==> config.mk <==
export PLATFORM = sky130hd
export DESIGN_NAME = pfc_ctrl
export DESIGN_NICKNAME = d
export VERILOG_FILES = /design/src/rtl/pfc_pkg.sv /design/src/rtl/pfc_cmd_if.sv /design/src/rtl/pfc_ctrl.sv /design/src/rtl/pfc_pin_seq.sv
export SDC_FILE = /design/constraint.sdc
export NUM_CORES = 1
export LEC_CHECK = 0
export BUFFER_PORTS_ARGS = -buffer_cell sky130_fd_sc_hd__clkbuf_2
export CORE_MARGIN = 1.5
export CORE_UTILIZATION = 49
export CTS_CLUSTER_DIAMETER = 50
export DETAILED_ROUTE_END_ITERATION = 8
export GPL_TIMING_DRIVEN = 0
export PLACE_DENSITY = 0.78
export SETUP_SLACK_MARGIN = 0.4
export SLEW_MARGIN = 0
export SYNTH_ARGS = -nofsm -noshare
export SYNTH_HDL_FRONTEND = slang
export SYNTH_SLANG_ARGS = --single-unit
==> constraint.sdc <==
create_clock -name sys_clk_in -period 2 [get_ports sys_clk_in]
set_input_delay 0.2 -clock sys_clk_in [delete_from_list [all_inputs] [get_ports sys_clk_in]]
set_output_delay 0.2 -clock sys_clk_in [all_outputs]
set_load 0.1 [all_outputs]
==> src/rtl/pfc_pkg.sv <==
// package of constants for the parallel fifo controller
package pfc_pkg;
	localparam int DATA_W = 9;
	localparam int DEPTH = 4096;
	localparam int CLK_MHZ = 100;
	// strobe timing in ns, converted to cycles (least times round up)
	localparam int T_STROBE_LOW_NS = 40;
	localparam int T_STROBE_HIGH_NS = 20;
	localparam int T_RESET_LOW_NS = 40;
	localparam int T_RESET_RECOVER_NS = 40;
	localparam int T_SAMPLE_NS = 30;
	localparam int STROBE_LOW_CYC = (T_STROBE_LOW_NS * CLK_MHZ + 999) / 1000;
	localparam int STROBE_HIGH_CYC = (T_STROBE_HIGH_NS * CLK_MHZ + 999) / 1000;
	localparam int RESET_LOW_CYC = (T_RESET_LOW_NS * CLK_MHZ + 999) / 1000;
	localparam int RESET_RECOVER_CYC = (T_RESET_RECOVER_NS * CLK_MHZ + 999) / 1000;
	localparam int SAMPLE_CYC = (T_SAMPLE_NS * CLK_MHZ + 999) / 1000;
	localparam int CNT_W = 8;
	// register byte offsets
	localparam logic [7:0] REG_CTRL = 8'h00;
	localparam logic [7:0] REG_STATUS = 8'h04;
	localparam logic [7:0] REG_WDATA = 8'h08;
	localparam logic [7:0] REG_RDATA = 8'h0c;
	localparam logic [7:0] REG_COUNT = 8'h10;
	// control field positions (write 1 to start a command)
	localparam int CTRL_CLEAR_BIT = 0;
	localparam int CTRL_REWIND_BIT = 1;
	localparam int CTRL_READ_BIT = 2;
	// status field positions
	localparam int ST_BUSY_BIT = 0;
	localparam int ST_READY_BIT = 1;
	localparam int ST_EMPTY_BIT = 2;
	localparam int ST_FULL_BIT = 3;
	localparam int ST_HALF_BIT = 4;
	localparam int ST_RVALID_BIT = 5;
	localparam int ST_REFUSED_BIT = 6;
	localparam int ST_DEPTH_EXP_BIT = 7;
	localparam logic [31:0] RDATA_RESET = 32'h0000_0000;
	typedef enum logic [1:0] {PFC_OP_WRITE, PFC_OP_READ, PFC_OP_REWIND, PFC_OP_CLEAR} pfc_op_t;
endpackage
==> src/rtl/pfc_cmd_if.sv <==
// command carrier between the bus slave and the pin sequencer
`timescale 1ns/1ps
interface pfc_cmd_if;
	logic req;
	pfc_pkg::pfc_op_t op;
	logic [pfc_pkg::DATA_W-1:0] wdata;
	logic busy;
	logic done;
	logic refused;
	logic [pfc_pkg::DATA_W-1:0] rdata;
	modport master (output req, output op, output wdata, input busy, input done, input refused, input rdata);
	modport seq (input req, input op, input wdata, output busy, output done, output refused, output rdata);
endinterface

==> src/rtl/pfc_ctrl.sv <==
// apb controller that operates an external parallel fifo through its pins
//
// Chosen here: the address map and the APB slave port.
`timescale 1ns/1ps
module pfc_ctrl #(
	parameter int DATA_W = pfc_pkg::DATA_W,
	parameter int DEPTH = pfc_pkg::DEPTH
) (
	// clock and reset
	input wire logic sys_clk_in,
	input wire logic resetn_in,
	// apb slave
	input wire logic psel_in,
	input wire logic penable_in,
	input wire logic pwrite_in,
	input wire logic [7:0] paddr_in,
	input wire logic [31:0] pwdata_in,
	output logic [31:0] prdata_out,
	output logic pready_out,
	output logic pslverr_out,
	// fifo pins
	output logic [DATA_W-1:0] din_out,
	input wire logic [DATA_W-1:0] dout_in,
	output logic wr_n_out,
	output logic rd_n_out,
	output logic fifo_clear_n_out,
	output logic rewind_n_out,
	input wire logic full_flag_n_in,
	input wire logic empty_flag_n_in,
	input wire logic half_full_flag_n_in,
	// strap: high when the fifo is wired for depth expansion
	input wire logic depth_exp_in
);
	pfc_cmd_if cmd ();
	logic [2:0] flag_m_q;
	logic [2:0] flag_s_q;
	logic [DATA_W-1:0] dout_m_q;
	logic [DATA_W-1:0] dout_s_q;
	logic dexp_m_q;
	logic dexp_s_q;
	logic cleared;
	logic req_q;
	pfc_pkg::pfc_op_t op_q;
	logic [DATA_W-1:0] wdata_q;
	logic [DATA_W-1:0] rdata_q;
	logic rvalid_q;
	logic refused_q;
	logic [12:0] wcount_q;
	logic acc;
	logic wr_acc;
	logic rd_acc;
	logic busy_all;

	// all pin inputs pass two flops; the fifo answers on its own timing
	always_ff @(posedge sys_clk_in or negedge resetn_in) begin
		if (!resetn_in) begin
			flag_m_q <= 3'h0;
			flag_s_q <= 3'h0;
			dout_m_q <= '0;
			dout_s_q <= '0;
			dexp_m_q <= 1'b0;
			dexp_s_q <= 1'b0;
		end else begin
			flag_m_q <= {half_full_flag_n_in, full_flag_n_in, empty_flag_n_in};
			flag_s_q <= flag_m_q;
			dout_m_q <= dout_in;
			dout_s_q <= dout_m_q;
			dexp_m_q <= depth_exp_in;
			dexp_s_q <= dexp_m_q;
		end
	end

	pfc_pin_seq u_seq (
		.sys_clk_in(sys_clk_in),
		.resetn_in(resetn_in),
		.cmd(cmd.seq),
		.full_n_s_in(flag_s_q[1]),
		.empty_n_s_in(flag_s_q[0]),
		.depth_exp_in(dexp_s_q),
		.dout_s_in(dout_s_q),
		.wr_n_out(wr_n_out),
		.rd_n_out(rd_n_out),
		.fifo_clear_n_out(fifo_clear_n_out),
		.rewind_n_out(rewind_n_out),
		.din_out(din_out),
		.cleared_out(cleared)
	);

	assign acc = psel_in && penable_in;
	assign pready_out = 1'b1;
	assign wr_acc = acc && pwrite_in;
	assign rd_acc = acc && !pwrite_in;
	assign busy_all = req_q || cmd.busy;
	assign cmd.req = req_q;
	assign cmd.op = op_q;
	assign cmd.wdata = wdata_q;

	// unmapped addresses answer with an error
	always_comb begin
		case (paddr_in)
			pfc_pkg::REG_CTRL, pfc_pkg::REG_STATUS, pfc_pkg::REG_WDATA,
			pfc_pkg::REG_RDATA, pfc_pkg::REG_COUNT: pslverr_out = 1'b0;
			default: pslverr_out = acc;
		endcase
	end

	// one command at a time; writes are dropped while busy or before the first clear
	always_ff @(posedge sys_clk_in or negedge resetn_in) begin
		if (!resetn_in) begin
			req_q <= 1'b0;
			op_q <= pfc_pkg::PFC_OP_WRITE;
			wdata_q <= '0;
		end else if (req_q) begin
			req_q <= 1'b0;
		end else if (wr_acc && !cmd.busy) begin
			if (paddr_in == pfc_pkg::REG_CTRL) begin
				req_q <= |pwdata_in[2:0];
				if (pwdata_in[pfc_pkg::CTRL_CLEAR_BIT]) begin
					op_q <= pfc_pkg::PFC_OP_CLEAR;
				end else if (pwdata_in[pfc_pkg::CTRL_REWIND_BIT]) begin
					op_q <= pfc_pkg::PFC_OP_REWIND;
				end else begin
					op_q <= pfc_pkg::PFC_OP_READ;
				end
			end else if (paddr_in == pfc_pkg::REG_WDATA && cleared) begin
				req_q <= 1'b1;
				op_q <= pfc_pkg::PFC_OP_WRITE;
				wdata_q <= pwdata_in[DATA_W-1:0];
			end
		end
	end

	// read word and valid bit; valid clears on reading the data register, set wins
	always_ff @(posedge sys_clk_in or negedge resetn_in) begin
		if (!resetn_in) begin
			rdata_q <= '0;
			rvalid_q <= 1'b0;
		end else if (cmd.done && !cmd.refused && op_q == pfc_pkg::PFC_OP_READ) begin
			rdata_q <= cmd.rdata;
			rvalid_q <= 1'b1;
		end else if (rd_acc && paddr_in == pfc_pkg::REG_RDATA) begin
			rvalid_q <= 1'b0;
		end
	end

	// sticky refusal, cleared by a control write; a new refusal wins
	always_ff @(posedge sys_clk_in or negedge resetn_in) begin
		if (!resetn_in) begin
			refused_q <= 1'b0;
		end else if (cmd.refused) begin
			refused_q <= 1'b1;
		end else if (wr_acc && paddr_in == pfc_pkg::REG_CTRL) begin
			refused_q <= 1'b0;
		end
	end

	// writes since clear counted for rewind
	always_ff @(posedge sys_clk_in or negedge resetn_in) begin
		if (!resetn_in) begin
			wcount_q <= '0;
		end else if (cmd.done && !cmd.refused) begin
			if (op_q == pfc_pkg::PFC_OP_CLEAR) begin
				wcount_q <= '0;
			end else if (op_q == pfc_pkg::PFC_OP_WRITE && wcount_q != 13'h1fff) begin
				wcount_q <= wcount_q + 13'h0001;
			end
		end
	end

	// flags shown only after clear recovery
	always_ff @(posedge sys_clk_in or negedge resetn_in) begin
		if (!resetn_in) begin
			prdata_out <= pfc_pkg::RDATA_RESET;
		end else if (psel_in && !penable_in && !pwrite_in) begin
			case (paddr_in)
				pfc_pkg::REG_STATUS: prdata_out <= {24'h000000, dexp_s_q, refused_q, rvalid_q,
					cleared && !flag_s_q[2], cleared && !flag_s_q[1],
					cleared && !flag_s_q[0], cleared && !busy_all, busy_all};
				pfc_pkg::REG_RDATA: prdata_out <= {{(32 - DATA_W){1'b0}}, rdata_q};
				pfc_pkg::REG_COUNT: prdata_out <= {19'h00000, wcount_q};
				default: prdata_out <= 32'h0000_0000;
			endcase
		end
	end
endmodule // pfc_ctrl

==> src/rtl/pfc_pin_seq.sv <==
// pin sequencer that drives the fifo strobes, clear and rewind pins
`timescale 1ns/1ps
module pfc_pin_seq (
	// clock and reset
	input wire logic sys_clk_in,
	input wire logic resetn_in,
	// command side
	pfc_cmd_if.seq cmd,
	// flags, already synchronised
	input wire logic full_n_s_in,
	input wire logic empty_n_s_in,
	input wire logic depth_exp_in,
	input wire logic [pfc_pkg::DATA_W-1:0] dout_s_in,
	// pins
	output logic wr_n_out,
	output logic rd_n_out,
	output logic fifo_clear_n_out,
	output logic rewind_n_out,
	output logic [pfc_pkg::DATA_W-1:0] din_out,
	output logic cleared_out
);
	typedef enum logic [2:0] {S_IDLE, S_LOW, S_HIGH, S_RECOVER} pfc_seq_t;
	pfc_seq_t st_q;
	pfc_pkg::pfc_op_t op_q;
	logic [pfc_pkg::CNT_W-1:0] cnt_q;
	logic take;
	logic ok;

	function automatic logic [pfc_pkg::CNT_W-1:0] cyc(input int n);
		cyc = pfc_pkg::CNT_W'(n - 1);
	endfunction

	// a write needs full high, a read needs empty high; rewind barred in depth expansion
	always_comb begin
		case (cmd.op)
			pfc_pkg::PFC_OP_WRITE: ok = full_n_s_in;
			pfc_pkg::PFC_OP_READ: ok = empty_n_s_in;
			pfc_pkg::PFC_OP_REWIND: ok = !depth_exp_in;
			default: ok = 1'b1;
		endcase
	end
	assign take = (st_q == S_IDLE) && cmd.req;
	assign cmd.busy = (st_q != S_IDLE);

	always_ff @(posedge sys_clk_in or negedge resetn_in) begin
		if (!resetn_in) begin
			st_q <= S_IDLE;
			op_q <= pfc_pkg::PFC_OP_WRITE;
			cnt_q <= '0;
		end else begin
			case (st_q)
				S_IDLE: begin
					if (take && ok) begin
						st_q <= S_LOW;
						op_q <= cmd.op;
						cnt_q <= (cmd.op == pfc_pkg::PFC_OP_CLEAR) ? cyc(pfc_pkg::RESET_LOW_CYC)
							: cyc(pfc_pkg::STROBE_LOW_CYC);
					end
				end
				S_LOW: begin
					if (cnt_q != '0) begin
						cnt_q <= cnt_q - 1'b1;
					end else begin
						st_q <= S_HIGH;
						cnt_q <= (op_q == pfc_pkg::PFC_OP_CLEAR) ? cyc(pfc_pkg::RESET_RECOVER_CYC)
							: cyc(pfc_pkg::STROBE_HIGH_CYC);
					end
				end
				S_HIGH: begin
					if (cnt_q != '0) begin
						cnt_q <= cnt_q - 1'b1;
					end else begin
						st_q <= S_RECOVER;
						cnt_q <= cyc(pfc_pkg::SAMPLE_CYC);
					end
				end
				S_RECOVER: begin
					// flags settle after the strobe; wait before trusting them
					if (cnt_q != '0) begin
						cnt_q <= cnt_q - 1'b1;
					end else begin
						st_q <= S_IDLE;
					end
				end
				default: st_q <= S_IDLE;
			endcase
		end
	end

	always_ff @(posedge sys_clk_in or negedge resetn_in) begin
		if (!resetn_in) begin
			wr_n_out <= 1'b1;
			rd_n_out <= 1'b1;
			fifo_clear_n_out <= 1'b1;
			rewind_n_out <= 1'b1;
		end else begin
			wr_n_out <= !(st_q == S_LOW && op_q == pfc_pkg::PFC_OP_WRITE) && !(take && ok && cmd.op == pfc_pkg::PFC_OP_WRITE);
			rd_n_out <= !(st_q == S_LOW && op_q == pfc_pkg::PFC_OP_READ) && !(take && ok && cmd.op == pfc_pkg::PFC_OP_READ);
			fifo_clear_n_out <= !(st_q == S_LOW && op_q == pfc_pkg::PFC_OP_CLEAR) && !(take && cmd.op == pfc_pkg::PFC_OP_CLEAR);
			rewind_n_out <= !(st_q == S_LOW && op_q == pfc_pkg::PFC_OP_REWIND) && !(take && ok && cmd.op == pfc_pkg::PFC_OP_REWIND);
		end
	end

	always_ff @(posedge sys_clk_in or negedge resetn_in) begin
		if (!resetn_in) begin
			din_out <= '0;
		end else if (take && cmd.op == pfc_pkg::PFC_OP_WRITE) begin
			din_out <= cmd.wdata;
		end
	end

	// read data sampled at the last low cycle, before the outputs float
	always_ff @(posedge sys_clk_in or negedge resetn_in) begin
		if (!resetn_in) begin
			cmd.rdata <= '0;
		end else if (st_q == S_LOW && op_q == pfc_pkg::PFC_OP_READ && cnt_q == '0) begin
			cmd.rdata <= dout_s_in;
		end
	end

	always_ff @(posedge sys_clk_in or negedge resetn_in) begin
		if (!resetn_in) begin
			cleared_out <= 1'b0;
		end else if (st_q == S_RECOVER && op_q == pfc_pkg::PFC_OP_CLEAR && cnt_q == '0) begin
			cleared_out <= 1'b1;
		end
	end

	always_ff @(posedge sys_clk_in or negedge resetn_in) begin
		if (!resetn_in) begin
			cmd.done <= 1'b0;
			cmd.refused <= 1'b0;
		end else begin
			cmd.done <= (st_q == S_RECOVER && cnt_q == '0) || (take && !ok);
			cmd.refused <= take && !ok;
		end
	end
endmodule // pfc_pin_seq

==> metrics.txt, run 1 <==
path type of the worst setup path flop to flop; Critical Path, Cell by Cell inv_1, ha_2, nor4bb_4, a21oi_2, a21bo_4, buf_6, or4_4, a21oi_2; storage element area 2820 sq um; Slew HR 38.7%; crit-path leading delay family simple AND/OR/NAND/NOR gates; detailed-route via count 4,112; DR pass1 iterations 5; setup ws final -0.0149 ns; Worst-path clk slew 0.09 ns; first-pass GRT wire length 18,000 um; die outline area 10,800 sq um; grt ovf 0; buffers added on ports 60; Rows 36; CORE AREA 9820 sq um; Critical Path AT 2.32 ns; worst hold path type input pin to flop; most frequent cell after synthesis dfrtp_1; area share of the largest cell type after synthesis 54.2%; Post-synth EDFFs 0; worst-margin pin slew 0.919 ns; Area Overhead vs Synth 42.9%; FFs w/ async S/R, synth 100%; status complete, but fails checks; top_reg_cell synth dfrtp_1; clk sinks 112; clk buf depth 2; DRT Wirelength 13,700 um; placed inst area 5650 sq um; RSZ-0062 raised after global routing yes; Yosys top cell by area dfrtp_1; Post-Syn Area 4980 sq um; TritonCTS buffer count 9; Max Used Layer met4; met2 WL post-DR 6890 um; Synth cell types 63; sequential element share of the synthesized area 56.4%; initial antenna violation count 0; final hold vios 0; Hold Slack 0.0533 ns; share of cells above drive strength 1 49.7%; effective utilization at floorplan 50.7%; static leakage 3.30 nW; Worst setup startpoint u_seq.cnt_q[0]$_DFFE_PN0P_; Pwr Total 6.52 mW; count of final setup violators 1; largest net degree at the start of global routing 113; nets 638; highest-delay cell along the critical path or4_4; CTS tree yes; CTS H-tree lvls 3; WL per Instance 19.3 um; io pins 105; clk_skew 0.0154 ns; CP max stage delay 0.41 ns; gpl congestion 0.831; CP max FO 5; CP required 2.31 ns; post-route design area 7120 sq um; vias in the first global route 3,659; worst path bufs/invs 2; crit path time final 2.01 ns; Clock Root Buffer clkbuf_8; power per cell area 915 nW/um^2; flops & latches, synth 112; Filler cells 655; dpl hpwl 7040 um; Place WS -0.115 ns; Die H 104 um; post-route ant nets 0; number of vias per cell 5.79; top post-synthesis cells by area dfrtp_1 54%, mux2_2 8.8%, buf_4 3.0%; maximum vdd drop 0.000567 V; clock latency on the worst-skew pair 0.38 ns; Total GRT Usage 21.3%; final worst-path cycle share 101%; Multi-input gate area 2640 sq um; most frequent cells after synthesis 108 x dfrtp_1, 39 x mux2_2, 30 x nor2_1, 25 x nand2_1, 20 x buf_4; WL met3 762 um; Yosys warnings 0; max cap viols 0; post-synthesis instance total 419; initial detailed-routing violation count 360; endpoint type of the worst setup path flop; Crit path top cell by count a21oi_2; startpoint types flop; Worst Hold Launch pwdata_in[8]; met1 wire length 5450 um; failing checks setup timing; antenna diode count 0; Slew Limit Fails 0; Critical R2R Launch u_seq.cnt_q[0]$_DFFE_PN0P_; synthesized area per cell 11.9 sq um; Fmax 496 MHz; chip width 104 um; DR DRC count 0
## state kept, by name, indices dropped and copies added, names as in the netlist, 9 cells and up
register,flops
u_seq.cmd.rdata,9
dout_m_q,9
prdata_out,13
u_seq.din_out,9
rdata_q,9
cmd.wdata,9
dout_s_q,9
wcount_q,13
## per-layer routing
metal,global-route usage (%),vias up
met2,34.6,200
li1,-,1794
met1,27.8,2071
met4,8.63,0
met5,0,-
met3,4.85,47
## cell type report
| type | count | share of cell area, % |
|---|---|---|
| Multi-Input combinational cell | 284 | 37.1 |
| Clock inverter | 5 | 1.11 |
| Timing Repair Buffer | 125 | 13.4 |
| Inverter | 8 | 0.457 |
| Buffer | 33 | 4.11 |
| Clock buffer | 10 | 1.93 |
| Sequential cell | 112 | 39.5 |
| Tap cell | 133 | 2.34 |
## layout by cell type (no fill, tap or decap), drive strengths merged, types with 5 or more instances in the layout
cell type,count
a22o,14
a21oi,16
buf,80
dfrtp,108
nor2,30
conb,20
a32oi,5
nor3,9
o21ai,19
nand2b,6
nand3,11
nand2,25
inv,9
clkbuf,74
dlygate4sd3,14
nor4,8
ha,7
or3,6
mux2,39
nor2b,7
## worst register-to-register path: stages, from the launching register on
cell	delay, ns
dfrtp_1	0.39
inv_1	0.08
ha_2	0.20
nor4bb_4	0.18
a21oi_2	0.18
a21bo_4	0.26
buf_6	0.12
or4_4	0.41
a21oi_2	0.12
## through the flow
stage / setup TNS [ns] / instances / util (%)
after floorplan: 0 / 437 / -
after global placement: -83.51 / 630 / 57.4
after detailed placement: -1.43 / 630 / 57.5
after CTS: 0 / 682 / 65.2
after global routing: -0.231 / 710 / 72.5
final: -0.0149 / 710 / 72.5
## power by group
part,switching [mW],internal (mW)
sequential,0.169,2.43
clock,0.749,0.733
combinational,1.30,1.13
## cell families (layout without fill, tap and decap cells)
group                      after synthesis  count (layout)  share of synthesized area, %
other                                    2              20                         0.151
DFF                                    112             112                          56.4
AOI/OAI and AO/OA                       88              88                          12.6
buffers and inverters                   41             181                          5.07
adders and majority gates                7               7                          1.76
xor gates and xnor gates                 7               7                          1.23
and+or+nand+nor                        121             121                          13.6
muxes                                   41              41                          9.22
## final timing paths
check,endpoint,slack (ns),cells after the start
min reg2reg,dout_s_q[8]$_DFF_PN0_,0.36,0
min,cmd.wdata[8]$_DFFE_PN0P_,0.05,2
max in group asynchronous,u_seq.st_q[1]$_DFFE_PN0P_,0.84,2
min in group asynchronous,dout_m_q[7]$_DFF_PN0_,0.44,2
max reg2reg,u_seq.cnt_q[5]$_DFFE_PN0P_,-0.01,8
max,u_seq.cnt_q[5]$_DFFE_PN0P_,-0.01,8
## timing repair
item                                   4_1_cts  5_1_grt
setup endpoints to repair                   67       67
endpoints found under the hold margin      121        0
setup buffers                               21       27
pin swaps                                   15       42
gates cloned                                 2        1
hold buffers                                14        0
gates resized for setup                     44      121
Power figures use the tool's default switching activity.
==> run 2, diff against run 1 <==
- CORE_ASPECT_RATIO: unset -> 0.5
==> run 2 against run 1 <==
  * The run now ends clean
  * Core utilization up 0.16 points
  * Register-to-register slack better by 0.04 ns
  * Largest cell class unchanged
  * Clock skew down 0.0024 ns
  * Final area down 1.4%
  * Critical endpoint is now u_seq.cnt_q[3]$_DFFE_PN0P_
==> metrics.txt, run 2 (synthesized netlist as in run 1, its figures left out) <==
Worst setup startpoint u_seq.cnt_q[0]$_DFFE_PN0P_; Reg power frac 37.8% (-2.0 points); vias in the first global route 3,695 (+0.98%); RSZ-0062 raised after global routing yes; CORE AREA 9670 sq um (-1.6%); Slew Limit Fails 0 (unchanged); Critical Path AT 2.21 ns (-0.11 ns); worst-margin pin slew 0.864 ns (-0.0553 ns); status finished, final reports clean; Clock Root Buffer clkbuf_16; cell-internal power 4.55 mW (+5.9%); clock latency on the worst-skew pair 0.36 ns (-0.02 ns); CP required 2.23 ns (-0.08 ns); die outline area 10,800 sq um (+0.34%); Largest regs prdata_out: 13 flops, wcount_q: 13 flops; startpoint types flop; Die H 74.3 um (-28%); switch share 33.9% (-0.17 points); first-pass GRT wire length 18,600 um (+3.5%); Slew HR 42.4% (+3.7 points); most common cell after layout, fill and taps aside dfrtp_1; DR DRC count 0 (unchanged); switching power total 2.34 mW (+5.1%); dpl hpwl 7280 um (+3.4%); CP max FO 5 (unchanged); TritonCTS buffer count 9 (unchanged); clk sinks 112 (unchanged); power per cell area 980 nW/um^2 (+7.1%); final worst-path cycle share 98.9% (-1.8 points); Fmax 506 MHz (+1.9%); chip width 146 um (+40%); Total GRT Usage 22.6% (+1.3 points); clk_skew 0.0131 ns (-0.00237 ns); largest net degree at the start of global routing 113 (unchanged); post-route ant nets 0 (unchanged); CTS H-tree lvls 3 (unchanged); WL per Instance 19.2 um (-0.24%); grt ovf 0 (unchanged); Hold Slack 0.0736 ns (+0.0203 ns); crit path time final 1.98 ns (-0.0367 ns); Comb pwr share 34.6% (-2.8 points); Layout Utilization 72.7% (+0.16 points); most frequent cells in the layout 100 x dfrtp_1, 59 x buf_4, 58 x clkbuf_2, 33 x mux2_2, 21 x nor2_1; antenna diode count 0 (unchanged); Rows 25 (-31%); initial detailed-routing violation count 414 (+15%); count of final setup violators 0 (-1); share of total power in the clock network 27.6% (+4.9 points); path type of the worst setup path flop to flop; final hold vios 0 (unchanged); clk buf depth 2 (unchanged); DR pass1 iterations 6 (+1); initial antenna violation count 0 (unchanged); io pins 105 (unchanged); maximum vdd drop 0.000493 V (-13%); Pwr Total 6.89 mW (+5.7%); Critical R2R Launch u_seq.cnt_q[0]$_DFFE_PN0P_; worst hold path type input pin to flop; gpl congestion 0.924 (+11%); detailed-route via count 4,161 (+1.2%); Worst Hold Launch pwdata_in[3]; static leakage 3.23 nW (-1.9%); Filler cells 600 (-8.4%); Worst-path clk slew 0.08 ns (about the same); DRT Wirelength 13,700 um (-0.24%); endpoint type of the worst setup path flop; CTS tree yes; effective utilization at floorplan 51.5% (+0.81 points); share of cells above drive strength 1 48.9% (-0.87 points); nets 635 (-0.47%); buffers added on ports 60 (unchanged); Area Overhead vs Synth 41.0%; max cap viols 0 (unchanged); number of vias per cell 5.86 (+1.2%)
## run 2: final timing paths
kind,slack (ns),end,cells past startpoint
min in group asynchronous,0.51,dout_s_q[5]$_DFF_PN0_,2
worst min register to register,0.35,dout_s_q[6]$_DFF_PN0_,0
max in group asynchronous,0.82,wcount_q[4]$_DFFE_PN0P_,2
worst max register to register,0.02,u_seq.cnt_q[3]$_DFFE_PN0P_,8
worst max-delay path,0.02,u_seq.cnt_q[3]$_DFFE_PN0P_,8
worst min-delay path,0.07,cmd.wdata[3]$_DFFE_PN0P_,2
## run 2: metal layers
layer	vias to the layer above	track usage (%)	routed length [um]
met5	-	0	0
met4	0	8.62	606
met3	70	5.95	1130
met2	235	38.0	6490
met1	2065	29.0	5430
li1	1791	-	-
## run 2: area by class of cell
type                    instances  area (sq um)  share of cell area [%]
plain buffers                  33           280                    3.99
clock buffers                  10           239                    3.40
clock inverters                 6          82.6                    1.18
inverters                       8          32.5                   0.463
multi-input cells             284          2510                    35.8
flip-flops and latches        112          2820                    40.1
well taps                     135           169                    2.40
repair buffers                122           890                    12.7
## run 2: worst max-delay path, cell delays in order, from the launching register on
cell and delay [ns]:
dfrtp_1 0.38, inv_1 0.09, ha_2 0.20, nor4bb_4 0.16, a21oi_2 0.15, a21bo_4 0.26
buf_6 0.12, o41ai_1 0.37, a21oi_2 0.11
## run 2: per-stage QoR
| stage | TNS (ns) | setup slack, ns | cells | instance area, sq um |
|---|---|---|---|---|
| floorplan | 0 | 0.147 | 437 | 5170 |
| global placement | -84.56 | -0.781 | 632 | 5640 |
| detailed placement | -1.12 | -0.0869 | 632 | 5650 |
| CTS | 0 | 0.0870 | 693 | 6670 |
| global route | -0.0331 | -0.0187 | 710 | 7020 |
| finish | 0 | 0.0218 | 710 | 7020 |
## run 2: timing repair
action,4_1_cts,5_1_grt
setup buffers,30,16
hold buffers,14,0
resized for setup,60,57
endpoints found under the hold margin,72,0
cloned,1,1
pin swaps,20,22
endpoints found under the setup margin,68,70
## run 2: power groups by stage
| stage | logic, mW | registers [mW] | clock network (mW) |
|---|---|---|---|
| after floorplan | 1.09 | 2.68 | 0 |
| after global placement | 1.39 | 2.64 | 0 |
| after detailed placement | 1.43 | 2.64 | 0 |
| after CTS | 1.93 | 2.57 | 1.93 |
| after global routing | 2.47 | 2.62 | 2.02 |
| final | 2.38 | 2.60 | 1.90 |
==> run 3, diff against run 2 <==
- SETUP_SLACK_MARGIN: 0.4 -> 0.05
==> run 3 against run 2 <==
  * Cell count fell by 4.1%
  * Combinational power fell by 20%
  * Highest routed layer unchanged
  * Critical path depth fell by 1
  * Routed wire length fell by 20%
  * Worst setup slack got worse by 0.00075 ns
  * Sequential cell count did not move
  * Hold slack got worse by 0.0012 ns
  * Clock-buffer cell count fell by 1
  * Clock power fell by 4%
  * Sequential share of layout area rose by 4.3 points
  * Critical endpoint is now u_seq.cnt_q[5]$_DFFE_PN0P_
==> metrics.txt, run 3 (synthesized netlist as in run 1, its figures left out) <==
share of cells above drive strength 1 37.7% (-11 points); Crit path top cell by count a21oi_2; io pins 105 (unchanged); RR Endpoint u_seq.cnt_q[5]$_DFFE_PN0P_; Fmax 505 MHz (about the same); detailed-route via count 3,727 (-10%); buffers added on ports 60 (unchanged); power per cell area 1000 nW/um^2 (+2.3%); final worst-path cycle share 98.9% (about the same); Layout Utilization 65.4% (-7.3 points); worst hold path type input pin to flop; highest-delay cell along the critical path dfrtp_2; Die H 74.3 um (unchanged); most frequent cells in the layout 106 x dfrtp_1, 59 x clkbuf_2, 39 x mux2_2, 38 x buf_4, 28 x nor2_1; reg2reg path depth 7 (-1); grt ovf 0 (unchanged); post-route ant nets 0 (unchanged); CTS tree yes; non-filler cells, final 681 (-4.1%); DR DRC count 0 (unchanged); effective utilization at floorplan 51.5% (unchanged); first-pass GRT wire length 16,600 um (-11%); startpoint types flop; vias in the first global route 3,318 (-10%); antenna diode count 0 (unchanged); final hold vios 0 (unchanged); Largest regs prdata_out: 13 flops, wcount_q: 13 flops; switching power total 2.19 mW (-6.3%); setup ws final 0.0210 ns (-0.000753 ns); cell-internal power 4.15 mW (-8.7%); chip width 146 um (unchanged); Critical Path, Cell by Cell ha_4, nor4bb_4, a21oi_2, a21bo_4, buf_6, or4_4, a21oi_2; flop-to-flop setup slack 0.02 ns (about the same); worst path bufs/invs 1 (-1); clk buf depth 2 (unchanged); Clock Root Buffer clkbuf_16; Comb pwr share 30.0% (-4.6 points); status finished, final reports clean; clk sinks 112 (unchanged); nets 606 (-4.6%); switch share 34.5% (+0.59 points); Slew HR 43.1% (+0.72 points); Hold Slack 0.0724 ns (-0.00118 ns); Worst-path clk slew 0.08 ns (about the same); clk_skew 0.00995 ns (-0.00311 ns); CTS H-tree lvls 3 (unchanged); placed insts 632 (unchanged); CP max stage delay 0.47 ns (+0.09 ns); crit-path leading delay family simple AND/OR/NAND/NOR gates; DRT Wirelength 10,900 um (-20%); initial antenna violation count 0 (unchanged); WP depth 7 (-1); maximum vdd drop 0.000465 V (-5.7%); dpl hpwl 7230 um (-0.63%); worst-margin pin slew 0.853 ns (-0.0108 ns); Slew Limit Fails 0 (unchanged); hold path depth 2 (unchanged); WL per Instance 16.1 um (-16%); Critical R2R Launch u_seq.st_q[0]$_DFFE_PN0P_; Reg power frac 41.1% (+3.3 points); Worst Hold Launch pwdata_in[4]; static leakage 2.97 nW (-8.2%); Total GRT Usage 19.8% (-2.8 points); share of total power in the clock network 28.9% (+1.3 points); CORE AREA 9670 sq um (unchanged); gpl congestion 0.883 (-4.5%); clock latency on the worst-skew pair 0.36 ns (about the same); endpoint type of the worst setup path flop; number of vias per cell 5.47 (-6.6%); TritonCTS buffer count 9 (unchanged); Place WS -0.208 ns (-0.121 ns); max cap viols 0 (unchanged); count of final setup violators 0 (unchanged); Rows 25 (unchanged); Filler cells 703 (+17%); CP required 2.29 ns (+0.06 ns); crit path time final 1.98 ns (+0.000753 ns); most common cell after layout, fill and taps aside dfrtp_1; initial detailed-routing violation count 274 (-34%); Critical Path AT 2.27 ns (+0.06 ns); CP max FO 6 (+1); Area Overhead vs Synth 26.9%; DR pass1 iterations 6 (unchanged); path type of the worst setup path flop to flop; largest net degree at the start of global routing 113 (unchanged); RSZ-0062 raised after global routing yes; die outline area 10,800 sq um (unchanged); Hold EP cmd.wdata[4]$_DFFE_PN0P_
-- run 3: cell types whose count changed in the layout (fill, tap and decap cells not counted), moves of 7 or more --
| cell | before | now |
|---|---|---|
| buf_4 | 59 | 38 |
| nand3_1 | 3 | 10 |
| nor2_1 | 21 | 28 |
| nor2_4 | 8 | 1 |
-- run 3: power groups by stage --
stage	clock (mW)	combinational (mW)	sequential, mW
after floorplan	0	0.981	2.66
after global placement	0	1.27	2.62
after detailed placement	0	1.32	2.63
after CTS	1.87	1.48	2.57
after global routing	1.96	2.01	2.62
final	1.83	1.90	2.60
-- run 3: how the worst max path moves through the flow --
stage / startpoint / end
2_1_floorplan: u_seq.cnt_q[0]$_DFFE_PN0P_ / u_seq.cnt_q[5]$_DFFE_PN0P_
3_5_place_dp: u_seq.st_q[0]$_DFFE_PN0P_ / u_seq.cnt_q[2]$_DFFE_PN0P_
3_3_place_gp: resetn_in / u_seq.cnt_q[5]$_DFFE_PN0P_
5_1_grt: u_seq.st_q[0]$_DFFE_PN0P_ / u_seq.cnt_q[5]$_DFFE_PN0P_
6_report: u_seq.st_q[0]$_DFFE_PN0P_ / u_seq.cnt_q[5]$_DFFE_PN0P_
4_1_cts: u_seq.st_q[0]$_DFFE_PN0P_ / u_seq.cnt_q[5]$_DFFE_PN0P_
-- run 3: metrics by stage --
step / power, mW / setup TNS, ns / area (sq um)
final: 6.34 / 0 / 6320
after global routing: 6.60 / -0.0404 / 6320
after CTS: 5.92 / -0.0647 / 6100
after detailed placement: 3.95 / -3.96 / 5540
after global placement: 3.89 / -85.97 / 5540
after floorplan: 3.64 / 0 / 5070
-- run 3: final cells by class --
cell class | count | area [sq um] | area share, %
plain buffers | 33 | 238 | 3.76
well taps | 135 | 169 | 2.67
repair buffers | 93 | 602 | 9.52
clock buffers | 9 | 225 | 3.56
multi-input cells | 284 | 2160 | 34.1
flip-flops and latches | 112 | 2810 | 44.5
inverters | 8 | 32.5 | 0.515
clock inverters | 7 | 88.8 | 1.41
-- run 3: routing by layer --
layer	part of all wire (%)	routed length (um)	GRT usage (%)	vias up
li1	-	-	-	1736
met1	45	4960	27.3	1823
met2	46	5010	31.5	145
met3	6.9	755	4.97	23
met4	2.0	224	6.58	0
met5	0	0	0	-
-- run 3: timing repair --
item,CTS,global route
gates cloned,0,1
gates resized for setup,13,26
setup buffers,5,13
endpoints found under the hold margin,38,0
hold buffers,14,0
pin swaps,3,10
setup endpoints to repair,42,29
-- run 3: worst register-to-register path: cells and delay by family, from the launching register on --
kind | cells | cell delay (ns)
DFF | 1 | 0.47
and+or+nand+nor | 2 | 0.57
buffers and inverters | 1 | 0.12
adders and majority gates | 1 | 0.21
AOI/OAI and AO/OA | 3 | 0.54
